File: src/hdl/ufc_pkg.sv
// constants for the uart queue control and interrupt identification block
// assumes a 32-bit ahb-lite bus with one word per register
package ufc_pkg;

  // byte addresses of the registers
  localparam logic [31:0] FIFO_CONTROL_INT_IDENT_ADDR = 32'h5000_1108;
  localparam logic [31:0] EVT_STAT_ADDR = 32'h5000_1180;
  localparam logic [31:0] EVT_MASK_ADDR = 32'h5000_1184;
  localparam logic [31:0] CTRL_ADDR = 32'h5000_1188;
  localparam logic [31:0] LEVEL_ADDR = 32'h5000_118c;

  // write-side field positions of fifo_control_int_ident
  localparam int RX_THR_LSB = 6;
  localparam int TX_THR_LSB = 4;
  localparam int DMA_MODE_BIT = 3;
  localparam int XRST_BIT = 2;
  localparam int RRST_BIT = 1;
  localparam int QUEUES_EN_BIT = 0;

  // read-side values
  localparam logic [1:0] QSTATUS_OFF = 2'h0;
  localparam logic [1:0] QSTATUS_ON = 2'h3;
  localparam logic [1:0] TX_THR_READ = 2'h0;

  // pending interrupt codes
  localparam logic [3:0] CODE_NONE = 4'h1;
  localparam logic [3:0] CODE_TX_EMPTY = 4'h2;
  localparam logic [3:0] CODE_RX_DATA = 4'h4;
  localparam logic [3:0] CODE_LINE = 4'h6;
  localparam logic [3:0] CODE_BUSY = 4'h7;
  localparam logic [3:0] CODE_TIMEOUT = 4'hc;
  localparam logic [3:0] CODE_MODEM = 4'h0;

  // control register bits
  localparam int CTRL_RX_EN = 0;
  localparam int CTRL_TXE_EN = 1;
  localparam int CTRL_LINE_EN = 2;
  localparam int CTRL_MODEM_EN = 3;
  localparam int CTRL_PROG_TXE = 4;
  localparam int CTRL_AUTO_FLOW = 5;
  localparam int CTRL_W = 6;

  // event status and mask bits
  localparam int EV_RX_DATA = 0;
  localparam int EV_TX_EMPTY = 1;
  localparam int EV_LINE = 2;
  localparam int EV_TIMEOUT = 3;
  localparam int EV_MODEM = 4;
  localparam int EV_BUSY = 5;
  localparam int EV_W = 6;

  // reset values
  localparam logic [7:0] FCR_RESET = 8'h00;
  localparam logic [CTRL_W-1:0] CTRL_RESET = 6'h00;
  localparam logic [EV_W-1:0] MASK_RESET = 6'h00;

  // ahb transfer type bit that marks an active transfer
  localparam int HTRANS_ACTIVE_BIT = 1;

endpackage

File: src/hdl/ufc_level_cmp.sv
// maps a two-bit threshold selection to a fill level and compares against it
// assumes level counts characters held, 0 to DEPTH
module ufc_level_cmp #(
  parameter int DEPTH = 16,
  parameter int LVL_W = 5,
  parameter bit IS_TX = 1'b0
) (
  // level and selection
  input wire logic [LVL_W-1:0] level,
  input wire logic [1:0] sel,
  input wire logic queues_on,
  // result
  output logic reached
);

  logic [LVL_W-1:0] thr;

  always_comb begin
    if (!IS_TX) begin
      // without queues a single character is the only sensible trigger
      case (queues_on ? sel : 2'h0)
        2'h0: thr = LVL_W'(1);
        2'h1: thr = LVL_W'(DEPTH / 4);
        2'h2: thr = LVL_W'(DEPTH / 2);
        default: thr = LVL_W'(DEPTH - 2);
      endcase
      reached = (level >= thr);
    end else begin
      case (queues_on ? sel : 2'h0)
        2'h0: thr = LVL_W'(0);
        2'h1: thr = LVL_W'(2);
        2'h2: thr = LVL_W'(DEPTH / 4);
        default: thr = LVL_W'(DEPTH / 2);
      endcase
      reached = (level <= thr);
    end
  end

endmodule

File: src/hdl/ufc_top.sv
// uart queue control and interrupt identification with an ahb-lite slave
// assumes level and condition inputs come from the uart datapath, synchronous to hclk
//
// Notes on behaviour
// - read bits 7:6 give 00 off, 11 on
// - receive threshold raises received-data interrupt
// - auto flow drops request-to-send at threshold
// - receive dma request follows receive threshold in mode 1; mode 0 follows not-empty
// - programmable mode raises tx-empty at threshold
// - transmit threshold bits write-only, read zero
// - transmit dma request follows transmit threshold in mode 1; mode 0 follows empty
// - dma mode bit selects mode 0 or 1
// - low four bits report highest pending code
// - transmit reset self-clears, queue appears empty
// - receive reset self-clears, queue appears empty
// - enable change resets both queue controls
// - priority: line, receive/timeout, tx empty, modem
//
// Implementation choice: the AHB-Lite interface to the registers.
module ufc_top #(
  parameter int DEPTH = 16,
  parameter int LVL_W = 5
) (
  // clock, reset, enable
  input wire logic hclk,
  input wire logic hresetn,
  input wire logic ce,
  // ahb-lite slave
  input wire logic hsel,
  input wire logic [31:0] haddr,
  input wire logic [1:0] htrans,
  input wire logic hwrite,
  input wire logic [2:0] hsize,
  input wire logic [31:0] hwdata,
  input wire logic hready,
  output logic hreadyout,
  output logic hresp,
  output logic [31:0] hrdata,
  // datapath state
  input wire logic [LVL_W-1:0] rx_level,
  input wire logic [LVL_W-1:0] tx_level,
  input wire logic line_status_err,
  input wire logic char_timeout,
  input wire logic busy_detect,
  input wire logic modem_status_chg,
  input wire logic rts_request,
  // queue control
  output logic queues_enable,
  output logic transmit_queue_reset,
  output logic receive_queue_reset,
  // line and dma
  output logic rts_n,
  output logic dma_tx_req_n,
  output logic dma_rx_req_n,
  // interrupt
  output logic irq
);

  logic [1:0] receive_threshold_select_q;
  logic [1:0] transmit_empty_threshold_q;
  logic dma_signal_mode_select_q;
  logic queues_enable_q;
  logic tx_rst_q;
  logic rx_rst_q;
  logic [ufc_pkg::CTRL_W-1:0] ctrl_q;
  logic [ufc_pkg::EV_W-1:0] evt_q;
  logic [ufc_pkg::EV_W-1:0] mask_q;
  logic [ufc_pkg::EV_W-1:0] src_prev_q;
  logic txe_pend_q;
  logic txe_cond_prev_q;
  logic wr_pend_q;
  logic [31:0] wr_addr_q;
  logic [31:0] hrdata_q;
  logic dma_rx_q;
  logic dma_tx_q;
  logic rts_n_q;

  logic addr_ok;
  logic rd_take;
  logic wr_data;
  logic [LVL_W-1:0] rx_eff;
  logic [LVL_W-1:0] tx_eff;
  logic rx_reached;
  logic tx_reached;
  logic txe_cond;
  logic txe_rise;
  logic [ufc_pkg::EV_W-1:0] src;
  logic [3:0] pending_interrupt_code;
  logic [7:0] iir_read;
  logic [31:0] rd_mux;
  logic [7:0] wbyte;
  logic fcr_wr;

  // ahb handshake; stalling while frozen keeps the bus consistent with state
  assign addr_ok = hsel & htrans[ufc_pkg::HTRANS_ACTIVE_BIT] & hready & ce;
  assign rd_take = addr_ok & ~hwrite;
  assign wr_data = wr_pend_q & ce;
  assign hreadyout = ce;
  assign hresp = 1'b0;
  assign hrdata = hrdata_q;
  assign wbyte = hwdata[7:0];
  assign fcr_wr = wr_data && (wr_addr_q == ufc_pkg::FIFO_CONTROL_INT_IDENT_ADDR);

  // a queue under reset reads as empty to every consumer here
  assign rx_eff = rx_rst_q ? '0 : rx_level;
  assign tx_eff = tx_rst_q ? '0 : tx_level;

  ufc_level_cmp #(
    .DEPTH(DEPTH),
    .LVL_W(LVL_W),
    .IS_TX(1'b0)
  ) u_rx_cmp (
    .level(rx_eff),
    .sel(receive_threshold_select_q),
    .queues_on(queues_enable_q),
    .reached(rx_reached)
  );

  ufc_level_cmp #(
    .DEPTH(DEPTH),
    .LVL_W(LVL_W),
    .IS_TX(1'b1)
  ) u_tx_cmp (
    .level(tx_eff),
    .sel(transmit_empty_threshold_q),
    .queues_on(queues_enable_q),
    .reached(tx_reached)
  );

  // transmit-empty condition: threshold in programmable mode, else plain empty
  always_comb begin
    if (ctrl_q[ufc_pkg::CTRL_PROG_TXE] && queues_enable_q) begin
      txe_cond = tx_reached;
    end else begin
      txe_cond = (tx_eff == '0);
    end
  end
  assign txe_rise = txe_cond & ~txe_cond_prev_q;

  // interrupt sources, gated by their enables; busy detect is never gated
  always_comb begin
    src = '0;
    src[ufc_pkg::EV_RX_DATA] = ctrl_q[ufc_pkg::CTRL_RX_EN] & rx_reached;
    src[ufc_pkg::EV_TX_EMPTY] = ctrl_q[ufc_pkg::CTRL_TXE_EN] & txe_pend_q;
    src[ufc_pkg::EV_LINE] = ctrl_q[ufc_pkg::CTRL_LINE_EN] & line_status_err;
    src[ufc_pkg::EV_TIMEOUT] = ctrl_q[ufc_pkg::CTRL_RX_EN] & char_timeout & queues_enable_q;
    src[ufc_pkg::EV_MODEM] = ctrl_q[ufc_pkg::CTRL_MODEM_EN] & modem_status_chg;
    src[ufc_pkg::EV_BUSY] = busy_detect;
  end

  // highest pending source wins; busy detect ranks last
  always_comb begin
    if (src[ufc_pkg::EV_LINE]) begin
      pending_interrupt_code = ufc_pkg::CODE_LINE;
    end else if (src[ufc_pkg::EV_RX_DATA]) begin
      pending_interrupt_code = ufc_pkg::CODE_RX_DATA;
    end else if (src[ufc_pkg::EV_TIMEOUT]) begin
      pending_interrupt_code = ufc_pkg::CODE_TIMEOUT;
    end else if (src[ufc_pkg::EV_TX_EMPTY]) begin
      pending_interrupt_code = ufc_pkg::CODE_TX_EMPTY;
    end else if (src[ufc_pkg::EV_MODEM]) begin
      pending_interrupt_code = ufc_pkg::CODE_MODEM;
    end else if (src[ufc_pkg::EV_BUSY]) begin
      pending_interrupt_code = ufc_pkg::CODE_BUSY;
    end else begin
      pending_interrupt_code = ufc_pkg::CODE_NONE;
    end
  end

  always_comb begin
    iir_read = '0;
    iir_read[7:6] = queues_enable_q ? ufc_pkg::QSTATUS_ON : ufc_pkg::QSTATUS_OFF;
    iir_read[5:4] = ufc_pkg::TX_THR_READ;
    iir_read[3:0] = pending_interrupt_code;
  end

  // read decode
  always_comb begin
    rd_mux = '0;
    if (haddr == ufc_pkg::FIFO_CONTROL_INT_IDENT_ADDR) begin
      rd_mux[7:0] = iir_read;
    end else if (haddr == ufc_pkg::EVT_STAT_ADDR) begin
      rd_mux[ufc_pkg::EV_W-1:0] = evt_q;
    end else if (haddr == ufc_pkg::EVT_MASK_ADDR) begin
      rd_mux[ufc_pkg::EV_W-1:0] = mask_q;
    end else if (haddr == ufc_pkg::CTRL_ADDR) begin
      rd_mux[ufc_pkg::CTRL_W-1:0] = ctrl_q;
    end else if (haddr == ufc_pkg::LEVEL_ADDR) begin
      rd_mux[LVL_W-1:0] = rx_eff;
      rd_mux[16 +: LVL_W] = tx_eff;
    end else begin
      rd_mux = '0;
    end
  end

  // bus phase tracking and read data
  always_ff @(posedge hclk or negedge hresetn) begin
    if (!hresetn) begin
      wr_pend_q <= 1'b0;
      wr_addr_q <= '0;
      hrdata_q <= '0;
    end else if (ce) begin
      wr_pend_q <= addr_ok & hwrite;
      if (addr_ok && hwrite) begin
        wr_addr_q <= haddr;
      end
      if (rd_take) begin
        hrdata_q <= rd_mux;
      end
    end
  end

  // queue control fields
  always_ff @(posedge hclk or negedge hresetn) begin
    if (!hresetn) begin
      receive_threshold_select_q <= ufc_pkg::FCR_RESET[ufc_pkg::RX_THR_LSB +: 2];
      transmit_empty_threshold_q <= ufc_pkg::FCR_RESET[ufc_pkg::TX_THR_LSB +: 2];
      dma_signal_mode_select_q <= ufc_pkg::FCR_RESET[ufc_pkg::DMA_MODE_BIT];
      queues_enable_q <= ufc_pkg::FCR_RESET[ufc_pkg::QUEUES_EN_BIT];
    end else if (fcr_wr) begin
      receive_threshold_select_q <= wbyte[ufc_pkg::RX_THR_LSB +: 2];
      transmit_empty_threshold_q <= wbyte[ufc_pkg::TX_THR_LSB +: 2];
      dma_signal_mode_select_q <= wbyte[ufc_pkg::DMA_MODE_BIT];
      queues_enable_q <= wbyte[ufc_pkg::QUEUES_EN_BIT];
    end
  end

  // self-clearing reset pulses, one enabled cycle long
  always_ff @(posedge hclk or negedge hresetn) begin
    if (!hresetn) begin
      tx_rst_q <= 1'b0;
      rx_rst_q <= 1'b0;
    end else if (ce) begin
      tx_rst_q <= fcr_wr && (wbyte[ufc_pkg::XRST_BIT] ||
                  (wbyte[ufc_pkg::QUEUES_EN_BIT] != queues_enable_q));
      rx_rst_q <= fcr_wr && (wbyte[ufc_pkg::RRST_BIT] ||
                  (wbyte[ufc_pkg::QUEUES_EN_BIT] != queues_enable_q));
    end
  end

  // control and mask registers
  always_ff @(posedge hclk or negedge hresetn) begin
    if (!hresetn) begin
      ctrl_q <= ufc_pkg::CTRL_RESET;
      mask_q <= ufc_pkg::MASK_RESET;
    end else if (wr_data) begin
      if (wr_addr_q == ufc_pkg::CTRL_ADDR) begin
        ctrl_q <= hwdata[ufc_pkg::CTRL_W-1:0];
      end else if (wr_addr_q == ufc_pkg::EVT_MASK_ADDR) begin
        mask_q <= hwdata[ufc_pkg::EV_W-1:0];
      end
    end
  end

  // pending transmit-empty: armed on each rise, dropped by an identifying read
  always_ff @(posedge hclk or negedge hresetn) begin
    if (!hresetn) begin
      txe_pend_q <= 1'b0;
      txe_cond_prev_q <= 1'b0;
    end else if (ce) begin
      txe_cond_prev_q <= txe_cond;
      if (txe_rise) begin
        txe_pend_q <= 1'b1;
      end else if (!txe_cond) begin
        txe_pend_q <= 1'b0;
      end else if (rd_take && haddr == ufc_pkg::FIFO_CONTROL_INT_IDENT_ADDR &&
                   pending_interrupt_code == ufc_pkg::CODE_TX_EMPTY) begin
        txe_pend_q <= 1'b0;
      end
    end
  end

  // sticky events on rising source; a new event beats the read-clear
  always_ff @(posedge hclk or negedge hresetn) begin
    if (!hresetn) begin
      evt_q <= '0;
      src_prev_q <= '0;
    end else if (ce) begin
      src_prev_q <= src;
      if (rd_take && haddr == ufc_pkg::EVT_STAT_ADDR) begin
        evt_q <= src & ~src_prev_q;
      end else begin
        evt_q <= evt_q | (src & ~src_prev_q);
      end
    end
  end

  assign irq = |(evt_q & mask_q);

  // dma requests; mode 1 adds hysteresis between threshold and empty/full
  always_ff @(posedge hclk or negedge hresetn) begin
    if (!hresetn) begin
      dma_rx_q <= 1'b0;
      dma_tx_q <= 1'b0;
    end else if (ce) begin
      if (!dma_signal_mode_select_q) begin
        dma_rx_q <= (rx_eff != '0);
        dma_tx_q <= (tx_eff == '0);
      end else begin
        if (rx_reached) begin
          dma_rx_q <= 1'b1;
        end else if (rx_eff == '0) begin
          dma_rx_q <= 1'b0;
        end
        if (tx_reached) begin
          dma_tx_q <= 1'b1;
        end else if (tx_eff == LVL_W'(DEPTH)) begin
          dma_tx_q <= 1'b0;
        end
      end
    end
  end

  // request-to-send, withdrawn at the receive threshold under auto flow
  always_ff @(posedge hclk or negedge hresetn) begin
    if (!hresetn) begin
      rts_n_q <= 1'b1;
    end else if (ce) begin
      rts_n_q <= ~rts_request |
                 (ctrl_q[ufc_pkg::CTRL_AUTO_FLOW] & queues_enable_q & rx_reached);
    end
  end

  assign dma_rx_req_n = ~dma_rx_q;
  assign dma_tx_req_n = ~dma_tx_q;
  assign rts_n = rts_n_q;
  assign queues_enable = queues_enable_q;
  assign transmit_queue_reset = tx_rst_q;
  assign receive_queue_reset = rx_rst_q;

endmodule

File: config.mk
export PLATFORM = sky130hd
export DESIGN_NAME = ufc_top
export DESIGN_NICKNAME = d
export VERILOG_FILES = /design/src/hdl/ufc_pkg.sv /design/src/hdl/ufc_level_cmp.sv /design/src/hdl/ufc_top.sv
export SDC_FILE = /design/constraint.sdc
export NUM_CORES = 1
export LEC_CHECK = 0
export BUFFER_PORTS_ARGS = -buffer_cell sky130_fd_sc_hd__buf_4
export CAP_MARGIN = 20
export CORE_MARGIN = 10
export CORE_UTILIZATION = 55
export CTS_CLUSTER_DIAMETER = 120
export DETAILED_ROUTE_END_ITERATION = 6
export GPL_ROUTABILITY_DRIVEN = 0
export PLACE_DENSITY = 0.88
export SYNTH_ARGS = -nofsm -noshare
export SYNTH_HDL_FRONTEND = slang
export SYNTH_HIERARCHICAL = 1
export SYNTH_SLANG_ARGS = --single-unit
export TNS_END_PERCENT = 5
File: constraint.sdc
create_clock -name hclk -period 6.2 [get_ports hclk]
set_input_delay 0.62 -clock hclk [delete_from_list [all_inputs] [get_ports hclk]]
set_output_delay 0.62 -clock hclk [all_outputs]
set_load 0.005 [all_outputs]
==> results.md <==
- Adder-cell share of the synthesized area: 2.114%
- Post-CTS Resized: 0
- Hold Crit Start: rts_request
- Worst skew pair latency: 350 ps
- Critical Path Sink Type: register
- ANT cells: 0
- Fmax: 360.5 MHz
- FF+latch area: 0.002053 mm^2
- Tcrit/Tclk final: 44.75%
- Simple-gate portion of the synthesized area: 14.92%
- Residual DRC: 0
- Setup violators final: 0
- Number of synthesized flops with an enable pin: 0
- Drt wl/cell: 18.28 um
- Mux share of post-synthesis cell area: 17.34%
- Clock transition at path regs: 80 ps
- Hold Path End: rts_n
- Die X: 106.8 um
- Antenna Nets Post-Route: 0
- CP max FO: 15
- Worst endpoint required time: 6440 ps
- Max transition margin: 33.18%
- Mapped Avg Cell Area: 11.48 um^2
- Port-buffer cells: 82
- Via Count: 3084
- Clk root buf: clkbuf_8
- Worst Skew: 4.991 ps
- Power density over cell area: 240.2 mW/mm^2
- DR iter-0 viols: 204
- Type of the tightest min-delay check: input port to register
- Synth Flop Type: dfrtp_1
- Starting utilization of the core area: 56.81%
- Post-route insts no fill: 541
- Yosys warnings: 6
- Hpwl dp: 7680 um
- Post-Synth XOR/XNOR Area: 0.2114%
- Number of library cell types mapped by synthesis: 54
- Die ar.: 0.01140 mm^2
- CTS sink cnt: 82
- Total CTS buffers: 9
- Hold slack: 411.3 ps
- Post-CTS Setup Inserts: 0
- CP Launch Type: register
- Crit path DAT: 3020 ps
- Largest net degree at the start of global routing: 83
- Worst Setup Path Type: register to register
- CTS H-tree depth: 3
- Die height: 106.8 um
- Placement-stage worst setup slack: 3312 ps
- Count of final hold-check violations: 0
- Worst Reg-to-Reg Cells: 9
- Unrepaired setup endpoints after global routing: no
- Clk buf depth: 2
- Gate Count Post-Synth: 361
- Synth-to-Final Area Change: 18.82%
- Final nets: 534
- IR drop worst, VDD: 0.0001294 V
- Drt total wl: 9890 um
- Multi-input gate area: 0.001853 mm^2
- Post-route setup slack: 3426 ps
- Yosys reg bits: 82
- Rows: 31
- Fill count: 550
- Outcome: complete, no violations
- Period minus WS final: 2774 ps
- Worst slew pin tran: 1002 ps
- Setup TNS: 0 ps
- Finished Cell Area: 0.004922 mm^2
- Ys async rst share: 100.0%
- Initial antenna violation count: 0
- Hold Path Depth: 2
- Reg2reg end: txe_pend_q
- First-pass GRT wire length: 15900 um
- Reg2Reg Setup Slack: 3430 ps
- Max Cap Viol: 0
- Combinational family with the most area after synthesis: multiplexers
- Detailed Routing Iterations Pass 1: 4
- Vias in the first global route: 3369
- Vias per inst: 5.701
- Placement Cell Area: 0.004710 mm^2
- Reg2reg start: queues_enable
- Layout cells sized above 1: 35.52%
- GR Overflow Total: 0
- Synth Area in Compound Gates: 8.336%
- Seq/Total Area, Yosys: 49.56%
- Mapped Area: 0.004143 mm^2
- Io pins: 131
- Slew Limit Fails: 0
- CTS tree: yes
- Total GRT Usage: 17.30%
- Placed cells: 525
- Core ar.: 0.007292 mm^2
- Pleak: 2.397 nW
- Hold_buf cts: 0
## Yosys cell counts (all sizes together), types with 2 or more instances
master	count	area (um^2)
o21ai	15	75.07
nand2	29	108.9
mux2i	2	20.02
buf	31	229.0
a31oi	2	12.51
a22o	4	35.03
and4b	2	20.02
clkbuf	6	22.52
mux2	50	585.6
inv	14	52.55
nand3	11	55.05
a21oi	4	20.02
nor2b	5	31.28
a32oi	4	35.03
nor4b	4	41.29
a22oi	3	22.52
o22ai	2	12.51
mux4	5	112.6
a21o	6	45.04
nand4	7	43.79
nor3	9	50.05
dfrtp	81	2027
or2	5	31.28
nand2b	9	56.30
a32o	3	30.03
nor4	11	75.07
ha	7	87.58
nor2	13	48.80
## metal layers
layer	wire length, um	global-route usage, %
met1	3742	18.41
met2	4869	30.25
met3	1022	6.287
met4	255	7.447
met5	0	0
## critical path, stage by stage (launching register included)
cell	delay [ps]
dfrtp_1	690
o21ai_0	200
ha_1	300
nand2b_1	160
a2111oi_2	350
nor3_1	170
a21o_1	180
a31oi_1	270
nand4_1	150
o21a_1	210
## registers in the layout, indices dropped and copies added, names as in the netlist
| register | flops |
|---|---|
| ctrl_q | 6 |
| dma_rx_q | 1 |
| dma_signal_mode_select_q | 1 |
| dma_tx_q | 1 |
| evt_q | 6 |
| hrdata | 12 |
| mask_q | 6 |
| queues_enable | 1 |
| receive_queue_reset | 1 |
| receive_threshold_select_q | 2 |
| rts_n | 1 |
| src_prev_q | 6 |
| transmit_empty_threshold_q | 2 |
| transmit_queue_reset | 1 |
| txe_cond_prev_q | 1 |
| txe_pend_q | 1 |
| wr_addr_q | 32 |
| wr_pend_q | 1 |
## placed cells by master (no fill, tap or decap), types with 2 or more instances in the layout
master / netlist / routed
a22o_1: 4 / 4
o21ai_0: 14 / 14
a32o_1: 3 / 3
inv_1: 14 / 14
o22ai_1: 2 / 2
mux2_1: 2 / 2
nor2b_1: 5 / 5
dfrtp_1: 81 / 81
a22oi_1: 3 / 3
nor4b_1: 3 / 3
buf_4: 22 / 83
clkbuf_1: 6 / 4
or2_2: 4 / 4
nor2_1: 13 / 13
bufinv_16: 0 / 2
and4b_1: 2 / 2
conb_1: 1 / 20
clkbuf_8: 0 / 10
a31oi_1: 2 / 2
nand3_1: 11 / 11
mux2i_1: 2 / 2
nand2b_1: 9 / 9
nand4_1: 7 / 7
nor4_1: 10 / 10
a21o_1: 6 / 6
nor3_1: 8 / 8
nand2_1: 29 / 29
a32oi_1: 4 / 4
mux2_4: 6 / 6
mux4_2: 5 / 5
mux2_2: 42 / 42
a21oi_1: 4 / 4
ha_1: 7 / 7
## metrics by stage
step / power [mW] / util (%)
2_1_floorplan: 0.7096 / -
3_3_place_gp: 0.7600 / 64.58
3_5_place_dp: 0.7729 / 64.58
4_1_cts: 1.187 / 67.50
5_1_grt: 1.230 / 67.50
6_report: 1.182 / 67.50
## how the worst max path moves through the flow
| stage | startpoint | end | cells after the start |
|---|---|---|---|
| finish | queues_enable | txe_pend_q | 9 |
| global route | queues_enable | txe_pend_q | 9 |
| CTS | queues_enable | txe_pend_q | 9 |
| detailed placement | rx_level[0] | txe_pend_q | 11 |
| global placement | rx_level[0] | txe_pend_q | 11 |
| floorplan | rx_level[0] | txe_pend_q | 10 |
## cells by family (layout without fill, tap and decap cells)
family / count (synthesis) / in the layout
AND/OR/NAND/NOR: 112 / 112
flip-flops: 82 / 82
buffers and inverters: 52 / 114
multiplexers: 57 / 57
adder cells (fa/ha/maj): 7 / 7
AO/OA/AOI/OAI: 49 / 49
XOR/XNOR: 1 / 1
other: 1 / 20
## power by group
group	internal, mW	leakage [nW]	switching [mW]
Sequential	0.586	1.07	0.0308
Clock	0.239	0.105	0.181
Combinational	0.0813	1.22	0.0635
Total	0.907	2.40	0.276
## final cells by class
type	count	share of cell area [%]
Clock buffer	14	3.101
Multi-Input combinational cell	246	37.65
Timing Repair Buffer	83	12.66
Inverter	15	1.144
Clock inverter	2	1.220
Sequential cell	82	41.71
Tap cell	99	2.517
Power figures use the tool's default switching activity.
